<file path="src/npc_pkg.sv">
package npc_pkg;
  // ==========================================================
  // Register map (byte addresses)
  localparam logic [7:0] NMI_CTRL_OFS = 8'h00;
  localparam logic [7:0] PWR_CTRL_OFS = 8'h10;
  localparam logic [7:0] UNLOCK_OFS = 8'h20;
  // Alias selectors in address bits 3:2
  localparam logic [1:0] ALIAS_WR = 2'h0;
  localparam logic [1:0] ALIAS_CLR = 2'h1;
  localparam logic [1:0] ALIAS_SET = 2'h2;
  localparam logic [1:0] ALIAS_INV = 2'h3;
  // ==========================================================
  // Field positions of the NMI control register
  localparam int RUN_WDT_BIT = 24;
  localparam int SW_NMI_BIT = 23;
  localparam int GEN_NMI_BIT = 19;
  localparam int CLK_FAIL_BIT = 17;
  localparam int SLEEP_WDT_BIT = 16;
  localparam int RELOAD_MSB = 15;
  localparam logic [31:0] NMI_CTRL_MASK = 32'h018b_ffff;
  // Field positions of the power control register
  localparam int SLEEP_BOR_BIT = 2;
  localparam int RETENTION_BIT = 1;
  localparam int REG_ACTIVE_BIT = 0;
  localparam logic [31:0] PWR_CTRL_MASK = 32'h0000_0007;
  // ==========================================================
  // Reset values and constants
  localparam logic [31:0] NMI_CTRL_RST = 32'h0000_0000;
  localparam logic [2:0] PWR_CTRL_RST = 3'h0;
  localparam logic [1:0] BOR_CFG_SW = 2'h1;
  // Unlock keys, values arbitrary
  localparam logic [31:0] UNLOCK_KEY1 = 32'h0000_a5c3;
  localparam logic [31:0] UNLOCK_KEY2 = 32'h0000_3c5a;
  typedef enum logic [1:0] {
    NPC_LOCKED,
    NPC_KEY1_SEEN,
    NPC_UNLOCKED
  } npc_lock_e;
endpackage
</file>
<file path="src/npc_nmi_power.sv">
`timescale 1ns/1ns
module npc_nmi_power (
  input wire logic clk_i,
  input wire logic arst_n_i,
  input wire logic psel,
  input wire logic penable,
  input wire logic pwrite,
  input wire logic [7:0] paddr,
  input wire logic [31:0] pwdata,
  output logic [31:0] prdata,
  output logic pready,
  output logic pslverr,
  input wire logic wdt_run_timeout_i,
  input wire logic wdt_sleep_timeout_i,
  input wire logic clk_fail_detect_i,
  input wire logic [1:0] brownout_config_setting_i,
  input wire logic sleep_i,
  output logic nmi_o,
  output logic nmi_event_o,
  output logic frc_switch_o,
  output logic device_reset_o,
  output logic sleep_bor_off_o,
  output logic reg_retention_o,
  output logic reg_standby_o
);
  import npc_pkg::*;

  // ==========================================================
  // Bus decode
  logic setup_w;
  logic wr_w;
  logic sel_nmi_w;
  logic sel_pwr_w;
  logic sel_key_w;
  logic prot_w;
  logic [1:0] alias_w;
  npc_lock_e lock_q;
  logic unlocked_w;
  assign setup_w = psel & ~penable;
  assign wr_w = psel & penable & pwrite & pready;
  assign sel_nmi_w = (paddr[7:4] == NMI_CTRL_OFS[7:4]) & (paddr[1:0] == 2'h0);
  assign sel_pwr_w = (paddr[7:4] == PWR_CTRL_OFS[7:4]) & (paddr[1:0] == 2'h0);
  assign sel_key_w = (paddr == UNLOCK_OFS);
  assign alias_w = paddr[3:2];
  assign unlocked_w = (lock_q == NPC_UNLOCKED);
  assign prot_w = wr_w & unlocked_w;

  function automatic logic [31:0] alias_apply(input logic [31:0] cur,
      input logic [31:0] wd, input logic [1:0] op);
    case (op)
      ALIAS_CLR: alias_apply = cur & ~wd;
      ALIAS_SET: alias_apply = cur | wd;
      ALIAS_INV: alias_apply = cur ^ wd;
      default: alias_apply = wd;
    endcase
  endfunction

  // ==========================================================
  // Unlock sequence
  always_ff @(posedge clk_i or negedge arst_n_i) begin
    if (!arst_n_i) begin
      lock_q <= NPC_LOCKED;
    end else if (wr_w && sel_key_w) begin
      case (lock_q)
        NPC_LOCKED: lock_q <= (pwdata == UNLOCK_KEY1) ? NPC_KEY1_SEEN
                                                       : NPC_LOCKED;
        NPC_KEY1_SEEN: lock_q <= (pwdata == UNLOCK_KEY2) ? NPC_UNLOCKED
                                                          : NPC_LOCKED;
        default: lock_q <= NPC_LOCKED;
      endcase
    end
  end

  // ==========================================================
  // NMI control register
  logic run_wdt_q;
  logic sw_nmi_q;
  logic gen_nmi_q;
  logic clk_fail_q;
  logic sleep_wdt_q;
  logic [15:0] reload_q;
  logic [31:0] nmi_rd_w;
  logic [31:0] nmi_new_w;
  logic nmi_wr_w;
  logic [31:0] nmi_rise_w;
  logic run_evt_w;
  logic any_evt_w;
  logic run_wdt_d;
  logic sw_nmi_d;
  logic gen_nmi_d;
  logic clk_fail_d;
  logic sleep_wdt_d;

  assign nmi_rd_w = {7'h0, run_wdt_q, sw_nmi_q, 3'h0, gen_nmi_q, 1'b0,
                     clk_fail_q, sleep_wdt_q, reload_q};
  assign nmi_new_w = alias_apply(nmi_rd_w, pwdata, alias_w) & NMI_CTRL_MASK;
  assign nmi_wr_w = prot_w & sel_nmi_w;
  assign nmi_rise_w = nmi_wr_w ? (nmi_new_w & ~nmi_rd_w) : 32'h0;
  assign run_evt_w = wdt_run_timeout_i | nmi_rise_w[RUN_WDT_BIT];
  assign any_evt_w = run_evt_w | (|nmi_rise_w[SW_NMI_BIT:SLEEP_WDT_BIT])
                   | wdt_sleep_timeout_i | clk_fail_detect_i;

  // Hardware set wins over a software clear in the same cycle
  always_comb begin
    run_wdt_d = nmi_wr_w ? nmi_new_w[RUN_WDT_BIT] : run_wdt_q;
    sw_nmi_d = nmi_wr_w ? nmi_new_w[SW_NMI_BIT] : sw_nmi_q;
    gen_nmi_d = nmi_wr_w ? nmi_new_w[GEN_NMI_BIT] : gen_nmi_q;
    clk_fail_d = nmi_wr_w ? nmi_new_w[CLK_FAIL_BIT] : clk_fail_q;
    sleep_wdt_d = nmi_wr_w ? nmi_new_w[SLEEP_WDT_BIT] : sleep_wdt_q;
    if (wdt_run_timeout_i) begin
      run_wdt_d = 1'b1;
    end
    if (clk_fail_detect_i) begin
      clk_fail_d = 1'b1;
    end
    if (wdt_sleep_timeout_i) begin
      sleep_wdt_d = 1'b1;
    end
  end

  always_ff @(posedge clk_i or negedge arst_n_i) begin
    if (!arst_n_i) begin
      run_wdt_q <= NMI_CTRL_RST[RUN_WDT_BIT];
      sw_nmi_q <= NMI_CTRL_RST[SW_NMI_BIT];
      gen_nmi_q <= NMI_CTRL_RST[GEN_NMI_BIT];
      clk_fail_q <= NMI_CTRL_RST[CLK_FAIL_BIT];
      sleep_wdt_q <= NMI_CTRL_RST[SLEEP_WDT_BIT];
      reload_q <= NMI_CTRL_RST[RELOAD_MSB:0];
    end else begin
      run_wdt_q <= run_wdt_d;
      sw_nmi_q <= sw_nmi_d;
      gen_nmi_q <= gen_nmi_d;
      clk_fail_q <= clk_fail_d;
      sleep_wdt_q <= sleep_wdt_d;
      if (nmi_wr_w) begin
        reload_q <= nmi_new_w[RELOAD_MSB:0];
      end
    end
  end

  // NMI request level and event pulses
  always_ff @(posedge clk_i or negedge arst_n_i) begin
    if (!arst_n_i) begin
      nmi_o <= 1'b0;
      nmi_event_o <= 1'b0;
      frc_switch_o <= 1'b0;
    end else begin
      nmi_o <= run_wdt_d | sw_nmi_d | gen_nmi_d | clk_fail_d
             | sleep_wdt_d;
      nmi_event_o <= any_evt_w;
      frc_switch_o <= clk_fail_detect_i;
    end
  end

  // ==========================================================
  // NMI reset countdown, watchdog run events only
  logic cnt_act_q;
  logic [15:0] cnt_q;
  always_ff @(posedge clk_i or negedge arst_n_i) begin
    if (!arst_n_i) begin
      cnt_act_q <= 1'b0;
      cnt_q <= 16'h0;
      device_reset_o <= 1'b0;
    end else begin
      device_reset_o <= 1'b0;
      if (run_evt_w) begin
        cnt_q <= reload_q;
        cnt_act_q <= (reload_q != 16'h0);
        device_reset_o <= (reload_q == 16'h0);
      end else if (cnt_act_q && !run_wdt_q) begin
        cnt_act_q <= 1'b0;
      end else if (cnt_act_q) begin
        cnt_q <= cnt_q - 16'h1;
        if (cnt_q == 16'h1) begin
          cnt_act_q <= 1'b0;
          device_reset_o <= 1'b1;
        end
      end
    end
  end

  // ==========================================================
  // Power control register
  logic [2:0] pwr_q;
  logic [31:0] pwr_new_w;
  assign pwr_new_w = alias_apply({29'h0, pwr_q}, pwdata, alias_w)
                   & PWR_CTRL_MASK;
  always_ff @(posedge clk_i or negedge arst_n_i) begin
    if (!arst_n_i) begin
      pwr_q <= PWR_CTRL_RST;
    end else if (prot_w && sel_pwr_w) begin
      pwr_q <= pwr_new_w[2:0];
    end
  end

  always_ff @(posedge clk_i or negedge arst_n_i) begin
    if (!arst_n_i) begin
      sleep_bor_off_o <= 1'b0;
      reg_retention_o <= 1'b0;
      reg_standby_o <= 1'b0;
    end else begin
      sleep_bor_off_o <= sleep_i & ~pwr_q[SLEEP_BOR_BIT]
                       & (brownout_config_setting_i == BOR_CFG_SW);
      reg_retention_o <= sleep_i & pwr_q[RETENTION_BIT];
      reg_standby_o <= sleep_i & ~pwr_q[REG_ACTIVE_BIT];
    end
  end

  // ==========================================================
  // Bus answer, captured in the setup cycle
  always_ff @(posedge clk_i or negedge arst_n_i) begin
    if (!arst_n_i) begin
      prdata <= 32'h0;
      pready <= 1'b0;
      pslverr <= 1'b0;
    end else begin
      pready <= setup_w;
      pslverr <= setup_w & ~(sel_nmi_w | sel_pwr_w | sel_key_w);
      if (setup_w && !pwrite) begin
        if (sel_nmi_w) begin
          prdata <= nmi_rd_w;
        end else if (sel_pwr_w) begin
          prdata <= {29'h0, pwr_q};
        end else if (sel_key_w) begin
          prdata <= {31'h0, unlocked_w};
        end else begin
          prdata <= 32'h0;
        end
      end
    end
  end
endmodule

</file>
<file path="config.mk">
export PLATFORM = sky130hd
export DESIGN_NAME = npc_nmi_power
export DESIGN_NICKNAME = d
export VERILOG_FILES = /design/src/npc_pkg.sv /design/src/npc_nmi_power.sv
export SDC_FILE = /design/constraint.sdc
export NUM_CORES = 1
export LEC_CHECK = 0
export BUFFER_PORTS_ARGS = -buffer_cell sky130_fd_sc_hd__buf_2
export CORE_MARGIN = 2
export CORE_UTILIZATION = 60
export DETAILED_ROUTE_END_ITERATION = 8
export PLACE_DENSITY_LB_ADDON = 0.05
export SYNTH_ARGS = -nofsm -noshare
export SYNTH_HDL_FRONTEND = slang
export SYNTH_SLANG_ARGS = --single-unit
</file>
<file path="constraint.sdc">
create_clock -name clk_i -period 4.5 [get_ports clk_i]
set_input_delay 0.675 -clock clk_i [delete_from_list [all_inputs] [get_ports clk_i]]
set_output_delay 0.675 -clock clk_i [all_outputs]
set_load 0.01 [all_outputs]
</file>
Word level (Yosys, flattened, before mapping). Index checks and enable logic that the tools add are counted.

Output and inout port bits: 41. Flip-flop bits (word level): 84. Logic and storage cells: 111.

Add/subtract/negate cells: 1. Multiplexer cells: 28. Equality and inequality tests: 12. Reduce and logical (&&, ||, !) cells: 14. Bitwise logic cells: 36.

Operator list (number): 25-bit one-hot mux with 3 select lines (1); 25-bit bitwise AND (2); 25-bit 2-to-1 mux (2); 25-bit NOT (2); 16-bit 2-to-1 mux (3); 32-bit by 14-bit equality test with 1-bit output (second input constant) (1); 32-bit by 16-bit equality test with 1-bit output (second input constant) (1); 25-bit bitwise OR (1); 25-bit XOR (1); 1-bit 2-to-1 mux (18); 16-bit by 1-bit equality test with 1-bit output (second input constant) (1); 16-bit zero test (1); 16-bit nonzero test (1); 16-bit by 1-bit subtractor with 16-bit output (second input constant) (1); 1-bit bitwise AND (13); 1-bit bitwise OR (10); 3-bit one-hot mux with 3 select lines (1); 8-bit by 6-bit equality test with 1-bit output (second input constant) (1); 8-bit OR reduction (1); 2-bit by 1-bit equality test with 1-bit output (second input constant) (3); 2-bit equality test (second input constant) (3); 4-bit by 1-bit equality test with 1-bit output (second input constant) (1); 1-bit logical AND (4); 2-bit zero test (2); 12 further kinds (16).

Longest topological paths before layout.
Depth in word-level cells: 11. Gate-level depth with buffers: 8.

Worst setup path before layout. Ideal clock, no wire load.

Path kind: input to register. Start point: input paddr[7]. End point: register nmi_o. Arrival time: 2.753 ns. Path slack: 1.609 ns. Setup time: 0.139 ns. Stages: 6. Path buffers: 2. Cell sequence: or4_4 buf_6 or4_4 buf_6 a211o_1 or4b_1.

Elaborated cells between the ends (all ways): 15.

RTL lines: start: declaration (line npc_nmi_power.sv:8) `input wire logic [7:0] paddr,`; 4-bit zero test (line npc_nmi_power.sv:41) `assign sel_nmi_w = (paddr[7:4] == NMI_CTRL_OFS[7:4]) & (paddr[1:0] == 2'h0);`; 1-bit bitwise AND (line npc_nmi_power.sv:41); 1-bit bitwise AND (line npc_nmi_power.sv:97) `assign nmi_wr_w = prot_w & sel_nmi_w;`; 1-bit 2-to-1 mux (line npc_nmi_power.sv:109) `sleep_wdt_d = nmi_wr_w ? nmi_new_w[SLEEP_WDT_BIT] : sleep_wdt_q;`; 1-bit 2-to-1 mux (line npc_nmi_power.sv:116) `if (wdt_sleep_timeout_i) begin`; via sleep_wdt_d (line npc_nmi_power.sv:92) `logic sleep_wdt_d;`; 1-bit bitwise OR (line npc_nmi_power.sv:149) `| sleep_wdt_d;`; end signal: assignment (line npc_nmi_power.sv:148) `nmi_o <= run_wdt_d | sw_nmi_d | gen_nmi_d | clk_fail_d`; end: declaration (line npc_nmi_power.sv:18) `output logic nmi_o,`.

The timed path passes the listed nets, and every way through them passes these cells. A chain may end at the register's enable or synchronous reset.

Worst setup path in the final report.
Start point: register run_wdt_q. End point: register cnt_act_q.

Cells in the longest elaborated chain, start to end: 6. Elaborated cells between the ends (all ways): 12.

RTL lines: start: declaration (line npc_nmi_power.sv:76) `logic run_wdt_q;`; start signal: assignment (line npc_nmi_power.sv:123) `run_wdt_q <= NMI_CTRL_RST[RUN_WDT_BIT];`; start signal: assignment (line npc_nmi_power.sv:130) `run_wdt_q <= run_wdt_d;`; 25-bit XOR, or another cell as far along (line npc_nmi_power.sv:53) `ALIAS_INV: alias_apply = cur ^ wd;`; 25-bit one-hot mux with 3 select lines (line npc_nmi_power.sv:50) `case (op)`; 25-bit bitwise AND (line npc_nmi_power.sv:98) `assign nmi_rise_w = nmi_wr_w ? (nmi_new_w & ~nmi_rd_w) : 32'h0;`; 25-bit 2-to-1 mux (line npc_nmi_power.sv:98); 1-bit bitwise OR (line npc_nmi_power.sv:99) `assign run_evt_w = wdt_run_timeout_i | nmi_rise_w[RUN_WDT_BIT];`; 1-bit 2-to-1 mux (*) (line npc_nmi_power.sv:166) `if (run_evt_w) begin`; end signal: assignment (line npc_nmi_power.sv:168) `cnt_act_q <= (reload_q != 16'h0);`; end: declaration (line npc_nmi_power.sv:157) `logic cnt_act_q;`.

Mark *: on every way between the ends. The rest lies on a longest branch, timed or not.

==> metrics.cfg <==
[setup_path]
critical-path-top-delay-family=compound AO/OA/AOI/OAI gates
crit_path_end_kind=register
worstRegToRegCells=7
cp-startpoint=run_wdt_q
timing.rr.start=run_wdt_q
cp.depth=7
required_ns=4.74
worstSetupStartpointType=register
r2r_end=cnt_act_q
rrSetupSlack_ns=1.73
slowest_stage=a31oi_1
crit_end=cnt_act_q
cp.arrival_ns=3.01
crit_path_cell_trace=inv_1 > ha_1 > mux4_2 > a31oi_1 > buf_4 > o21ai_0 > nor2b_1
critPathMaxFanout=9
cpPeakStageDelay_ns=0.61
cp_num_buf_inv=2
worst-setup-path-type=register to register

[global_route]
grt_pass1_wl_um=19900
track_usage_pct=29.2
antenna_found_initial=0
grt-ovfl-total=0
grt_max_degree=43
grt_pass1_vias=4116

[sta]
tightest_slew_ns=1.26
period_minus_slack_ns=2.77
fin_worst_hold_slack_ns=0.464
setup_tns_ns=0
slew_headroom_pct=15.5
min_period_over_period_pct=61.6
rsz0062_at_grt=false
setup_viol=0
setup_slack_ns=1.73
max_freq_ghz=0.361
report.final.slew_viol_count=0
hold_viol=0
fin_worst_skew_ns=0.0107

[clock_tree]
cts.htree.levels=3
clkLatencyLatePin_ns=0.35
cts_tree=yes
clockBufferDepth=2
cts_setup_buffers=0
cts-root-buf=clkbuf_8
holdBufCountCts=0
cts_sinks=73
clkTransAtPathRegs_ns=0.08
cts_resized=0
cts_made_buffers=9

[synthesis]
synthAdderAreaFrac_pct=12.7
postSynthAreaPerCell_um2=9.34
synthSimpleGateAreaFrac_pct=18.0
yosysMostFrequentCell=inv_1
yosysSeqAreaShare_pct=37.1
ys_ff_latch=73
synthFlopType=dfrtp_1
synth_top_family_by_area=simple AND/OR/NAND/NOR gates
yosys_warnings=0
synth_top_area_share_pct=37.1
post-synth-top-area-cell=dfrtp_1
ys_top_cells_by_area=dfrtp_1 (37%), ha_1 (13%), mux4_2 (10%)
synth_cells=527
synthMuxAreaShare_pct=12.2
synthTopCellsByCount=inv_1 (78), dfrtp_1 (73), nand2_1 (62)
synth_edf_count=0
synthXorXnorAreaFrac_pct=0.711
synth_cell_type_count=54
synth_async_sr_flop_share_pct=100
synth_compound_area_share_pct=9.63
syn_area_um2=4920

[detailed_routing]
vias_per_cell=5.92
drtIter0Drc=238
vias=4211
detail_route.wl_per_cell_um=17.1
drc=0
antenna_left=0
dr.pass1.iters=5
totalWireLength_um=12200

[die]
die_area_um2=8950
fp-row-count=33
core_area_um2=8090
pin_count=92
die_x_um=94.6
start_util_pct=60.9
chipHeight_um=94.6

[power_and_ir_drop]
powerDensity_nw_per_um2=260
power_uw=1450
leakage_uw=0.00282
ir_worst_vdd_uv=213

[run_status]
outcome=finished clean

[finish]
layout-area-overhead-vs-synth_pct=13.2
antennaDiodeCount=0
finalInstanceArea_um2=5570
drive_gt1_share_pct=22.3
fill_cells=675
nets=702

[worst_hold_path]
hold_class=register to register

[place]
io_buffer_count=80
dp_slack_ns=1.39
postPlaceCellArea_um2=5350
globalplace.congestion=0.904
hpwl_um=9100

[flow_run]
max-cap-violations=0

-- worst min-delay path: stages, from the launching register on --
cell and delay (ns):
dfrtp_1 0.34, nand2_1 0.05, nand2_1 0.05
-- routing by layer --
| metal | vias up | track usage (%) | wire length [um] |
|---|---|---|---|
| met1 | 2031 | 39.5 | 5130 |
| met2 | 199 | 47.1 | 5730 |
| met3 | 27 | 5.43 | 1030 |
| met4 | 0 | 11.0 | 287 |
| li1 | 1954 | - | - |
| met5 | - | 0 | 0 |
-- cell families (layout without fill, tap and decap cells) --
| group | after synthesis | count (layout) |
|---|---|---|
| xor gates and xnor gates | 4 | 4 |
| and+or+nand+nor | 180 | 180 |
| other | 1 | 11 |
| DFF | 73 | 73 |
| buffers and inverters | 110 | 179 |
| muxes | 32 | 32 |
| adders and majority gates | 50 | 50 |
| AOI/OAI and AO/OA | 77 | 77 |
-- state kept, by name, summed over array words and instances, names as in the netlist, 2 cells and up --
signal	cells
prdata	21
cnt_q	16
reload_q	16
pwr_q	3
lock_q	2
-- placed cells by master (no fill, tap or decap), types with 9 or more instances in the layout --
master | netlist | routed
a21oi_1 | 25 | 25
buf_2 | 1 | 80
clkbuf_8 | 0 | 9
conb_1 | 1 | 11
dfrtp_1 | 73 | 73
ha_1 | 50 | 50
inv_1 | 78 | 78
mux4_2 | 22 | 22
nand2_1 | 62 | 62
nand3_1 | 26 | 26
nor2_1 | 30 | 30
nor3_1 | 11 | 11
nor4_1 | 15 | 15
o21ai_0 | 15 | 15
-- worst min path at each step --
| stage | start | end | slack (ns) | depth (start not counted) |
|---|---|---|---|---|
| 6_report | prdata[6] | prdata[6] | 0.46 | 2 |
| 5_1_grt | brownout_config_setting_i[1] | sleep_bor_off_o | 0.46 | 2 |
| 3_3_place_gp | prdata[6] | prdata[6] | 0.45 | 2 |
| 4_1_cts | brownout_config_setting_i[1] | sleep_bor_off_o | 0.47 | 2 |
| 2_1_floorplan | arst_n_i | clk_fail_q | 0.38 | 0 |
| 3_5_place_dp | prdata[19] | prdata[19] | 0.45 | 2 |
-- metrics by stage --
step                util, %  cells
CTS                    68.9    711
global route           68.9    711
floorplan                 -    537
global placement       66.2    695
finish                 68.9    711
detailed placement     66.2    695
-- cell type report --
class | instances | area (um^2) | area share (%)
timing repair buffer | 85 | 438 | 7.86
clock inverter | 7 | 95.1 | 1.71
multi-input combinational | 354 | 2670 | 47.8
inverter | 78 | 293 | 5.25
clock buffer | 9 | 124 | 2.22
sequential | 73 | 1830 | 32.8
tap | 105 | 131 | 2.36
-- power by group --
part / total, uW / internal, uW / switching (uW)
clock: 575 / 312 / 262
sequential: 686 / 672 / 14.7
combinational: 188 / 81.3 / 107
Note: power is estimated with default switching activity, not from simulation.
